**src/verilog/ealu_pkg.sv**
```systemverilog
// Shared constants, operation codes and flag positions for the 8-bit ALU
package ealu_pkg;
  // ===========================================================
  // Widths
  localparam int unsigned DATA_W = 8;
  localparam int unsigned WORD_W = 16;
  localparam int unsigned FLAG_W = 6;

  // ===========================================================
  // Status flag positions within the flag vector
  localparam int unsigned FLAG_C = 0;
  localparam int unsigned FLAG_Z = 1;
  localparam int unsigned FLAG_N = 2;
  localparam int unsigned FLAG_V = 3;
  localparam int unsigned FLAG_S = 4;
  localparam int unsigned FLAG_H = 5;

  // ===========================================================
  // Cycle counts
  localparam logic [1:0] CYC_SINGLE = 2'h1;
  localparam logic [1:0] CYC_DOUBLE = 2'h2;

  // ===========================================================
  // Constants
  localparam logic [7:0]  ALL_ONES  = 8'hff;
  localparam logic [7:0]  ALL_ZERO  = 8'h00;
  localparam logic [7:0]  ONE_STEP  = 8'h01;
  localparam logic [15:0] WORD_ZERO = 16'h0000;
  localparam logic [5:0]  FLAGS_RST = 6'h00;

  // ===========================================================
  // Operation codes
  typedef enum logic [4:0] {
    EALU_ADD, EALU_ADD_CARRY, EALU_WORD_PLUS_IMMEDIATE,
    EALU_SUB, EALU_MINUS_IMMEDIATE, EALU_MINUS_WITH_BORROW,
    EALU_MINUS_IMMEDIATE_BORROW, EALU_WORD_MINUS_IMMEDIATE,
    EALU_AND, EALU_IMMEDIATE_CONJUNCTION, EALU_OR, EALU_IMMEDIATE_UNION,
    EALU_BITWISE_EXCLUSIVE_UNION, EALU_ONES_INVERT,
    EALU_TWOS_INVERT_PLUS_ONE, EALU_BIT_SET_IMMEDIATE,
    EALU_BIT_CLEAR_IMMEDIATE, EALU_PLUS_ONE_STEP, EALU_MINUS_ONE_STEP,
    EALU_ZERO_SIGN_CHECK, EALU_ZERO_REGISTER, EALU_ALL_ONES_LOAD,
    EALU_UNSIGNED_PRODUCT, EALU_SIGNED_PRODUCT, EALU_MIXED_SIGN_PRODUCT,
    EALU_FRACTION_UNSIGNED_PRODUCT, EALU_FRACTION_SIGNED_PRODUCT,
    EALU_FRACTION_MIXED_PRODUCT
  } ealu_op_t;
endpackage

```
**src/verilog/ealu_adder.sv**
```systemverilog
// Generic 8-bit add/subtract slice with carry, half carry and overflow
`timescale 1ns/100ps
module ealu_adder #(
  parameter int unsigned W = 8
) (
  // Operands
  input  wire logic [W-1:0] a_i,
  input  wire logic [W-1:0] b_i,
  input  wire logic         cin_i,
  input  wire logic         sub_i,
  // Results
  output logic      [W-1:0] sum_o,
  output logic              cout_o,
  output logic              half_o,
  output logic              ovf_o
);
  // ===========================================================
  // Subtract is a + ~b + ~borrow; carry out is inverted to a borrow
  wire logic [W-1:0] b_eff  = sub_i ? ~b_i : b_i;
  wire logic         c_eff  = sub_i ? ~cin_i : cin_i;
  wire logic [W:0]   full   = {1'b0, a_i} + {1'b0, b_eff} + {{W{1'b0}}, c_eff};
  wire logic [4:0]   nibble = {1'b0, a_i[3:0]} + {1'b0, b_eff[3:0]}
                              + {4'h0, c_eff};
  assign sum_o  = full[W-1:0];
  assign cout_o = sub_i ? ~full[W] : full[W];
  assign half_o = sub_i ? ~nibble[4] : nibble[4];
  assign ovf_o  = (a_i[W-1] == b_eff[W-1]) && (sum_o[W-1] != a_i[W-1]);
endmodule

```
**src/verilog/ealu_mult.sv**
```systemverilog
// 8x8 multiplier with signed, unsigned, mixed and fractional forms
`timescale 1ns/100ps
module ealu_mult (
  // Operands and mode
  input  wire logic [7:0]  a_i,
  input  wire logic [7:0]  b_i,
  input  wire logic        a_signed_i,
  input  wire logic        b_signed_i,
  input  wire logic        frac_i,
  // Product and carry
  output logic      [15:0] prod_o,
  output logic             carry_o
);
  // ===========================================================
  // Sign extend to 17 bits so one signed multiply covers all forms
  wire logic signed [16:0] ax  = {{9{a_signed_i & a_i[7]}}, a_i};
  wire logic signed [16:0] bx  = {{9{b_signed_i & b_i[7]}}, b_i};
  wire logic signed [33:0] raw = ax * bx;
  wire logic [15:0]        p16 = raw[15:0];
  // Carry is bit 15 before the fractional shift
  assign carry_o = p16[15];
  assign prod_o  = frac_i ? {p16[14:0], 1'b0} : p16;
endmodule

```
**src/verilog/ealu_core.sv**
```systemverilog
// 8-bit arithmetic and logic datapath with status flags and cycle timing
//
// Operation
// - Add registers, optional carry, flags, one cycle
// - Word plus immediate with flags, two cycles
// - Subtract registers into destination, one cycle
// - Subtract immediate from destination, one cycle
// - Subtract register and carry, one cycle
// - Subtract immediate and carry, one cycle
// - Word minus immediate over two cycles
// - AND with register or immediate, Z N V
// - OR, XOR register, OR immediate, Z N V
// - Set bits ORs immediate mask, Z N V
// - Clear bits ANDs inverted mask, Z N V
// - Test ANDs register with itself, unchanged
// - Products into R1:R0, Z C, two cycles
// - Fractional products shifted left one, two cycles
`timescale 1ns/100ps
module ealu_core (
  // Clock and reset
  input  wire logic                  clk_i,
  input  wire logic                  rst_i,
  // Request from the decoder
  input  wire logic                  start_i,
  input  wire ealu_pkg::ealu_op_t    op_i,
  input  wire logic [7:0]            rd_i,
  input  wire logic [7:0]            rdh_i,
  input  wire logic [7:0]            rr_i,
  input  wire logic [7:0]            imm_i,
  // Result to the register file
  output logic                       done_o,
  output logic                       busy_o,
  output logic                       wr_en_o,
  output logic                       wr_word_o,
  output logic                       wr_pair_r0_o,
  output logic [15:0]                result_o,
  // Status flags
  output logic [5:0]                 flags_o
);

  // ===========================================================
  // Operation classes
  ealu_pkg::ealu_op_t op;
  assign op = op_i;
  wire logic is_add   = (op == ealu_pkg::EALU_ADD) ||
                        (op == ealu_pkg::EALU_ADD_CARRY);
  wire logic is_sub8  = (op == ealu_pkg::EALU_SUB) ||
                        (op == ealu_pkg::EALU_MINUS_IMMEDIATE) ||
                        (op == ealu_pkg::EALU_MINUS_WITH_BORROW) ||
                        (op == ealu_pkg::EALU_MINUS_IMMEDIATE_BORROW);
  wire logic use_c    = (op == ealu_pkg::EALU_ADD_CARRY) ||
                        (op == ealu_pkg::EALU_MINUS_WITH_BORROW) ||
                        (op == ealu_pkg::EALU_MINUS_IMMEDIATE_BORROW);
  wire logic use_imm  = (op == ealu_pkg::EALU_MINUS_IMMEDIATE) ||
                        (op == ealu_pkg::EALU_MINUS_IMMEDIATE_BORROW);
  wire logic is_word  = (op == ealu_pkg::EALU_WORD_PLUS_IMMEDIATE) ||
                        (op == ealu_pkg::EALU_WORD_MINUS_IMMEDIATE);
  wire logic word_sub = (op == ealu_pkg::EALU_WORD_MINUS_IMMEDIATE);
  wire logic is_neg   = (op == ealu_pkg::EALU_TWOS_INVERT_PLUS_ONE);
  wire logic is_inc   = (op == ealu_pkg::EALU_PLUS_ONE_STEP);
  wire logic is_dec   = (op == ealu_pkg::EALU_MINUS_ONE_STEP);
  wire logic is_and   = (op == ealu_pkg::EALU_AND) ||
                        (op == ealu_pkg::EALU_IMMEDIATE_CONJUNCTION);
  wire logic is_frac  = (op == ealu_pkg::EALU_FRACTION_UNSIGNED_PRODUCT) ||
                        (op == ealu_pkg::EALU_FRACTION_SIGNED_PRODUCT) ||
                        (op == ealu_pkg::EALU_FRACTION_MIXED_PRODUCT);
  wire logic is_mul   = (op == ealu_pkg::EALU_UNSIGNED_PRODUCT) ||
                        (op == ealu_pkg::EALU_SIGNED_PRODUCT) ||
                        (op == ealu_pkg::EALU_MIXED_SIGN_PRODUCT) ||
                        is_frac;
  wire logic a_sgn    = (op == ealu_pkg::EALU_SIGNED_PRODUCT) ||
                        (op == ealu_pkg::EALU_MIXED_SIGN_PRODUCT) ||
                        (op == ealu_pkg::EALU_FRACTION_SIGNED_PRODUCT) ||
                        (op == ealu_pkg::EALU_FRACTION_MIXED_PRODUCT);
  wire logic b_sgn    = (op == ealu_pkg::EALU_SIGNED_PRODUCT) ||
                        (op == ealu_pkg::EALU_FRACTION_SIGNED_PRODUCT);
  wire logic two_cyc  = is_word || is_mul;

  // ===========================================================
  // Flag register and its carry
  logic [5:0] flags_q;
  logic [5:0] flags_d;
  wire  logic c_in = flags_q[ealu_pkg::FLAG_C];

  // ===========================================================
  // Byte adder: add, subtract, negate, increment, decrement
  wire logic [7:0] ad_a = is_neg ? ealu_pkg::ALL_ZERO : rd_i;
  wire logic [7:0] ad_b = is_neg ? rd_i :
                          (is_inc || is_dec) ? ealu_pkg::ONE_STEP :
                          use_imm ? imm_i : rr_i;
  wire logic       ad_s = is_sub8 || is_neg || is_dec;
  wire logic       ad_ci = use_c & c_in;
  logic [7:0] ad_sum;
  logic       ad_co;
  logic       ad_h;
  logic       ad_v;
  ealu_adder #(.W(8)) u_byte (
    .a_i    (ad_a),
    .b_i    (ad_b),
    .cin_i  (ad_ci),
    .sub_i  (ad_s),
    .sum_o  (ad_sum),
    .cout_o (ad_co),
    .half_o (ad_h),
    .ovf_o  (ad_v)
  );

  // ===========================================================
  // Word path: pair plus or minus an immediate
  wire logic [15:0] pair   = {rdh_i, rd_i};
  wire logic [16:0] w_full = word_sub ? {1'b0, pair} - {9'h000, imm_i}
                                      : {1'b0, pair} + {9'h000, imm_i};
  wire logic [15:0] w_res  = w_full[15:0];
  wire logic        w_c    = w_full[16];
  wire logic        w_v    = word_sub ? (rdh_i[7] & ~w_res[15])
                                      : (~rdh_i[7] & w_res[15]);

  // ===========================================================
  // Multiplier
  logic [15:0] m_prod;
  logic        m_c;
  ealu_mult u_mult (
    .a_i        (rd_i),
    .b_i        (rr_i),
    .a_signed_i (a_sgn),
    .b_signed_i (b_sgn),
    .frac_i     (is_frac),
    .prod_o     (m_prod),
    .carry_o    (m_c)
  );

  // ===========================================================
  // Logic results and byte result select
  logic [7:0] byte_res;
  always_comb begin
    case (op)
      ealu_pkg::EALU_AND:                   byte_res = rd_i & rr_i;
      ealu_pkg::EALU_IMMEDIATE_CONJUNCTION: byte_res = rd_i & imm_i;
      ealu_pkg::EALU_OR:                    byte_res = rd_i | rr_i;
      ealu_pkg::EALU_IMMEDIATE_UNION:       byte_res = rd_i | imm_i;
      ealu_pkg::EALU_BITWISE_EXCLUSIVE_UNION:
        byte_res = rd_i ^ rr_i;
      ealu_pkg::EALU_BIT_SET_IMMEDIATE:     byte_res = rd_i | imm_i;
      ealu_pkg::EALU_BIT_CLEAR_IMMEDIATE:
        byte_res = rd_i & (ealu_pkg::ALL_ONES - imm_i);
      ealu_pkg::EALU_ZERO_SIGN_CHECK:       byte_res = rd_i & rd_i;
      ealu_pkg::EALU_ONES_INVERT:
        byte_res = ealu_pkg::ALL_ONES - rd_i;
      ealu_pkg::EALU_ZERO_REGISTER:         byte_res = rd_i ^ rd_i;
      ealu_pkg::EALU_ALL_ONES_LOAD:         byte_res = ealu_pkg::ALL_ONES;
      default:                              byte_res = ad_sum;
    endcase
  end

  // ===========================================================
  // Result and flag next values
  wire logic [15:0] res = is_mul  ? m_prod :
                          is_word ? w_res  :
                          {8'h00, byte_res};
  wire logic arith8 = is_add || is_sub8 || is_neg;
  wire logic is_com = (op == ealu_pkg::EALU_ONES_INVERT);
  wire logic is_ser = (op == ealu_pkg::EALU_ALL_ONES_LOAD);
  wire logic n_b    = byte_res[7];
  wire logic v_b    = arith8 ? ad_v : (is_inc || is_dec) ? ad_v : 1'b0;
  always_comb begin
    flags_d = flags_q;
    if (is_mul) begin
      flags_d[ealu_pkg::FLAG_Z] = (m_prod == ealu_pkg::WORD_ZERO);
      flags_d[ealu_pkg::FLAG_C] = m_c;
    end else if (is_word) begin
      flags_d[ealu_pkg::FLAG_Z] = (w_res == ealu_pkg::WORD_ZERO);
      flags_d[ealu_pkg::FLAG_C] = w_c;
      flags_d[ealu_pkg::FLAG_N] = w_res[15];
      flags_d[ealu_pkg::FLAG_V] = w_v;
      flags_d[ealu_pkg::FLAG_S] = w_res[15] ^ w_v;
    end else if (!is_ser) begin
      flags_d[ealu_pkg::FLAG_Z] = (byte_res == ealu_pkg::ALL_ZERO) &&
                                  !(use_c && !flags_q[ealu_pkg::FLAG_Z]
                                    && is_sub8);
      flags_d[ealu_pkg::FLAG_N] = n_b;
      flags_d[ealu_pkg::FLAG_V] = v_b;
      if (arith8) begin
        flags_d[ealu_pkg::FLAG_C] = ad_co;
        flags_d[ealu_pkg::FLAG_H] = ad_h;
      end else if (is_com) begin
        flags_d[ealu_pkg::FLAG_C] = 1'b1;
      end
    end
  end

  // ===========================================================
  // Two-cycle sequencer: first edge holds, second edge retires
  typedef enum logic {EALU_IDLE, EALU_SECOND} ealu_state_t;
  ealu_state_t state_q;
  wire logic take  = start_i && (state_q == EALU_IDLE);
  wire logic retire = (take && !two_cyc) || (state_q == EALU_SECOND);

  always_ff @(posedge clk_i) begin
    if (rst_i) begin
      state_q <= EALU_IDLE;
    end else begin
      case (state_q)
        EALU_IDLE:   state_q <= (take && two_cyc) ? EALU_SECOND
                                                  : EALU_IDLE;
        EALU_SECOND: state_q <= EALU_IDLE;
        default:     state_q <= EALU_IDLE;
      endcase
    end
  end

  // Latched result of a two-cycle operation, released on the second edge
  logic [15:0] hold_res_q;
  logic [5:0]  hold_flg_q;
  logic        hold_word_q;
  logic        hold_mul_q;
  always_ff @(posedge clk_i) begin
    if (rst_i) begin
      hold_res_q  <= ealu_pkg::WORD_ZERO;
      hold_flg_q  <= ealu_pkg::FLAGS_RST;
      hold_word_q <= 1'b0;
      hold_mul_q  <= 1'b0;
    end else if (take) begin
      hold_res_q  <= res;
      hold_flg_q  <= flags_d;
      hold_word_q <= is_word;
      hold_mul_q  <= is_mul;
    end
  end

  // Registered outputs
  always_ff @(posedge clk_i) begin
    if (rst_i) begin
      flags_q      <= ealu_pkg::FLAGS_RST;
      done_o       <= 1'b0;
      busy_o       <= 1'b0;
      wr_en_o      <= 1'b0;
      wr_word_o    <= 1'b0;
      wr_pair_r0_o <= 1'b0;
      result_o     <= ealu_pkg::WORD_ZERO;
    end else begin
      done_o       <= retire && (state_q == EALU_IDLE);
      busy_o       <= take && two_cyc;
      wr_en_o      <= 1'b0;
      wr_word_o    <= 1'b0;
      wr_pair_r0_o <= 1'b0;
      if (state_q == EALU_SECOND) begin
        done_o       <= 1'b1;
        wr_en_o      <= 1'b1;
        wr_word_o    <= hold_word_q;
        wr_pair_r0_o <= hold_mul_q;
        result_o     <= hold_res_q;
        flags_q      <= hold_flg_q;
      end else if (take && !two_cyc) begin
        wr_en_o  <= (op != ealu_pkg::EALU_ZERO_SIGN_CHECK);
        result_o <= res;
        flags_q  <= flags_d;
      end
    end
  end
  assign flags_o = flags_q;
endmodule

```
**config.mk**
```make
export PLATFORM = sky130hd
export DESIGN_NAME = ealu_core
export DESIGN_NICKNAME = d
export VERILOG_FILES = /design/src/verilog/ealu_pkg.sv /design/src/verilog/ealu_adder.sv /design/src/verilog/ealu_mult.sv /design/src/verilog/ealu_core.sv
export SDC_FILE = /design/constraint.sdc
export NUM_CORES = 1
export LEC_CHECK = 0
export BUFFER_PORTS_ARGS = -buffer_cell sky130_fd_sc_hd__buf_4
export CAP_MARGIN = 15
export CORE_MARGIN = 1
export CORE_UTILIZATION = 45
export DETAILED_ROUTE_END_ITERATION = 10
export PLACE_DENSITY = 0.73
export SLEW_MARGIN = 20
export SYNTH_ARGS = -nofsm -noshare
export SYNTH_HDL_FRONTEND = slang
export SYNTH_SLANG_ARGS = --single-unit
```
**constraint.sdc**
```tcl
create_clock -name clk_i -period 6.2 [get_ports clk_i]
set_clock_uncertainty 0.15 [all_clocks]
set_input_delay 0.31 -clock clk_i [delete_from_list [all_inputs] [get_ports clk_i]]
set_output_delay 0.31 -clock clk_i [all_outputs]
set_load 0.01 [all_outputs]
```
==> impl_metrics.env <==
export IMPL_setup_tns_ns=0
export IMPL_synth_top_cells_by_area="fa_1, dfxtp_1, ha_1"
export IMPL_clock_sinks=52
export IMPL_layout_commonest_cell="nor2_1"
export IMPL_dr_total_vias=7891
export IMPL_switchingPower_mw=1.001
export IMPL_synth_seq_cells=52
export IMPL_dieArea_um2=18630
export IMPL_fin_crit_sh_pct=95.12
export IMPL_htree_levels=2
export IMPL_hold_buffers=0
export IMPL_layout_nets=1243
export IMPL_rows=48
export IMPL_synth_distinct_cells=85
export IMPL_synth_async_reset_ratio_pct=0
export IMPL_fill_cells=1664
export IMPL_cts_made_buffers=5
export IMPL_clk_insertion_delay_late_ns=0.29
export IMPL_netSwitchingFraction_pct=46.05
export IMPL_cp_slowest_stage_delay_ns=0.53
export IMPL_crit_required_ns=6.21
export IMPL_hold_ws_ns=0.3064
export IMPL_pre_cts_ws_ns=0.02452
export IMPL_io_buffers=66
export IMPL_met3_length_um=2285
export IMPL_comb_power_share_pct=68.5
export IMPL_die_h_um=136.5
export IMPL_total_power_mw=2.174
export IMPL_wl_per_cell_um=19.28
export IMPL_vdd_ir_drop_max_v=0.0002232
export IMPL_fin_crit_ns=5.898
export IMPL_slew_headroom_pct=44.37
export IMPL_dp_hpwl_um=19410
export IMPL_met1_length_um=10680
export IMPL_die_x_um=136.5
export IMPL_place_gp_congestion=0.9576
export IMPL_worst_setup_path_type="input pin to register"
export IMPL_final_hold_violation_count=0
export IMPL_ant_nets=0
export IMPL_cellPowerDensity_nw_per_um2=240.8
export IMPL_coreArea_um2=17480
export IMPL_syn_area_per_cell_um2=7.865
export IMPL_start_util_pct=46.58
export IMPL_routed_wl_um=25000
export IMPL_area_growth_pct=10.91
export IMPL_hp_class="input pin to register"
export IMPL_fmax_mhz=169.6
export IMPL_synth_top_area_share_pct=16.23
export IMPL_worst_slew_pin_slew_ns=0.8324
export IMPL_internal_power_mw=1.173
export IMPL_rsz0062_at_grt="no"
export IMPL_fin_ws_ns=0.3024
export IMPL_drtPass1Iterations=8
export IMPL_post_cts_buffers=0
export IMPL_status="finished clean"
export IMPL_grt_max_degree=46
export IMPL_ios=67
export IMPL_grt_pass1_vias=7497
export IMPL_max_cap_violations=0
export IMPL_final_layout_size_suffix_gt1_share_pct=11.57
export IMPL_critPathTopFamily="adder cells"
export IMPL_grt_util_all_layers_pct=27.30
export IMPL_cp_max_fo=3
export IMPL_cts_root_buf="clkbuf_16"
export IMPL_synth_edf_count=0
export IMPL_drc=0
export IMPL_synth_cells=1035
export IMPL_cts_max_path_buffers=2
export IMPL_clkSlewWorstSetupHoldPaths_ns=0.07
export IMPL_cp_start_kind="input pin"
export IMPL_grt_pass1_wl_um=39570
export IMPL_met2_length_um=11110
export IMPL_cp_slowest_cell="or4_1"
export IMPL_tritoncts="built"
export IMPL_vias_per_cell=6.084
export IMPL_crit_top_cell="fa_1"
export IMPL_top_signal_layer_used="met4"
export IMPL_crit_buf_inv=4
export IMPL_synthesis_area_um2=8140
export IMPL_yosysTopAreaCell="fa_1"
export IMPL_seq_power_share_pct=17.3
export IMPL_n_antenna_cell=0
export IMPL_cp_arrival_ns=5.91
export IMPL_final_setup_viol_count=0
export IMPL_post_cts_resized=0
export IMPL_syn_nets=1207
export IMPL_synth_ff_type="dfxtp_1"
export IMPL_drt_iter0_markers=729
export IMPL_drv_slew=0
export IMPL_end_kind="register"
export IMPL_seq_area_frac_synth_pct=12.79
export IMPL_clkPwrFrac_pct=14.1
export IMPL_grt_overflow_total=0
export IMPL_synth_yosys_warnings=0
export IMPL_antenna_found_initial=0
export IMPL_p_leak_nw=4.097
export IMPL_crit_chain="buf_4, nand3b_1, a211oi_2, nand2_1, fa_1, fa_1, inv_1, fa_1, fa_1, inv_1, fa_1, inv_2, ha_4, a21o_1, a22o_1, o41a_1, or4_1, nand3_2, o31ai_1, a21o_1, a41oi_2, o22ai_1"
export IMPL_mostFrequentLayoutCells="nor2_1, inv_1, buf_4"
-- power groups by stage --
stage	registers, mW	logic, mW	clock network, mW
3_5_place_dp	0.383	1.46	0
2_1_floorplan	0.383	1.02	0
5_1_grt	0.379	1.64	0.323
6_report	0.377	1.49	0.307
3_3_place_gp	0.383	1.44	0
4_1_cts	0.376	1.47	0.310
-- per-layer routing --
metal  vias up  track usage (%)
met5         -                0
li1       3677                -
met2       389            42.64
met1      3748            37.72
met4         0            10.31
met3        77            4.296
-- state kept, by name (all words and copies together) (netlist names) --
signal        count
hold_res_q       16
wr_pair_r0_o      1
state_q           1
hold_flg_q        6
wr_word_o         1
wr_en_o           1
busy_o            1
result_o         16
hold_mul_q        1
hold_word_q       1
done_o            1
flags_o           6
-- synthesized netlist by cell type, drive strengths merged (4+ instances only) --
cell type	instances
nor2	104
inv	96
nand2	91
a21oi	71
fa	66
ha	66
dfxtp	52
and2	48
o21ai	42
clkbuf	40
xnor2	33
buf	25
mux2i	25
nor3	18
xor2	18
a221oi	17
a211oi	15
a21o	15
nand2b	14
a31oi	12
o21a	11
nand3	10
nor2b	10
and3	9
nand4	9
o22ai	8
nor4b	7
a22oi	5
nor4	5
o31ai	5
nand3b	4
o211a	4
o221ai	4
o32ai	4
or3	4
-- kinds of logic after synthesis --
logic type | after synthesis | synth area share, %
simple gates | 356 | 22.15
compound gates | 256 | 21.53
buf+inv | 161 | 8.085
fa+ha+maj | 132 | 26.38
xor+xnor | 52 | 5.856
flops | 52 | 12.79
mux | 26 | 3.212
-- path summary, 6_finish.rpt --
path / from / depth (start not counted) / slack [ns] / end
setup / recovery: op_i[3] / 22 / 0.30 / flags_o[1]$_SDFFE_PP0P_
hold / removal: rst_i / 2 / 0.31 / hold_flg_q[5]$_SDFFE_PP0P_
setup reg to reg: flags_o[0]$_SDFFE_PP0P_ / 17 / 2.14 / result_o[4]$_SDFFE_PP0P_
hold reg to reg: hold_word_q$_SDFFE_PP0P_ / 2 / 0.31 / hold_word_q$_SDFFE_PP0P_
-- stage by stage --
step | cell area, µm² | instances | utilization (%)
6_report | 9029 | 1297 | 51.66
5_1_grt | 9029 | 1297 | 51.66
4_1_cts | 9029 | 1297 | 51.66
3_5_place_dp | 8865 | 1289 | 50.72
3_3_place_gp | 8865 | 1289 | 50.72
2_1_floorplan | 8207 | 1035 | -
-- worst register-to-register path: cells and delay by family (launching register included) --
family,cells,cell delay [ns]
adders and majority gates,2,0.68
AOI/OAI and AO/OA,6,1.43
DFF,1,0.44
xor gates and xnor gates,1,0.14
and+or+nand+nor,7,0.99
buffers and inverters,1,0.10
-- cell type report --
class | count | area [µm²] | share of cell area (%)
multi-input combinational | 822 | 6476 | 71.73
inverter | 96 | 360.3 | 3.991
tap | 225 | 281.5 | 3.118
sequential | 52 | 1041 | 11.53
timing repair buffer | 94 | 705.7 | 7.816
clock inverter | 2 | 35.03 | 0.3880
clock buffer | 6 | 128.9 | 1.427
Power figures use the tool's default switching activity.
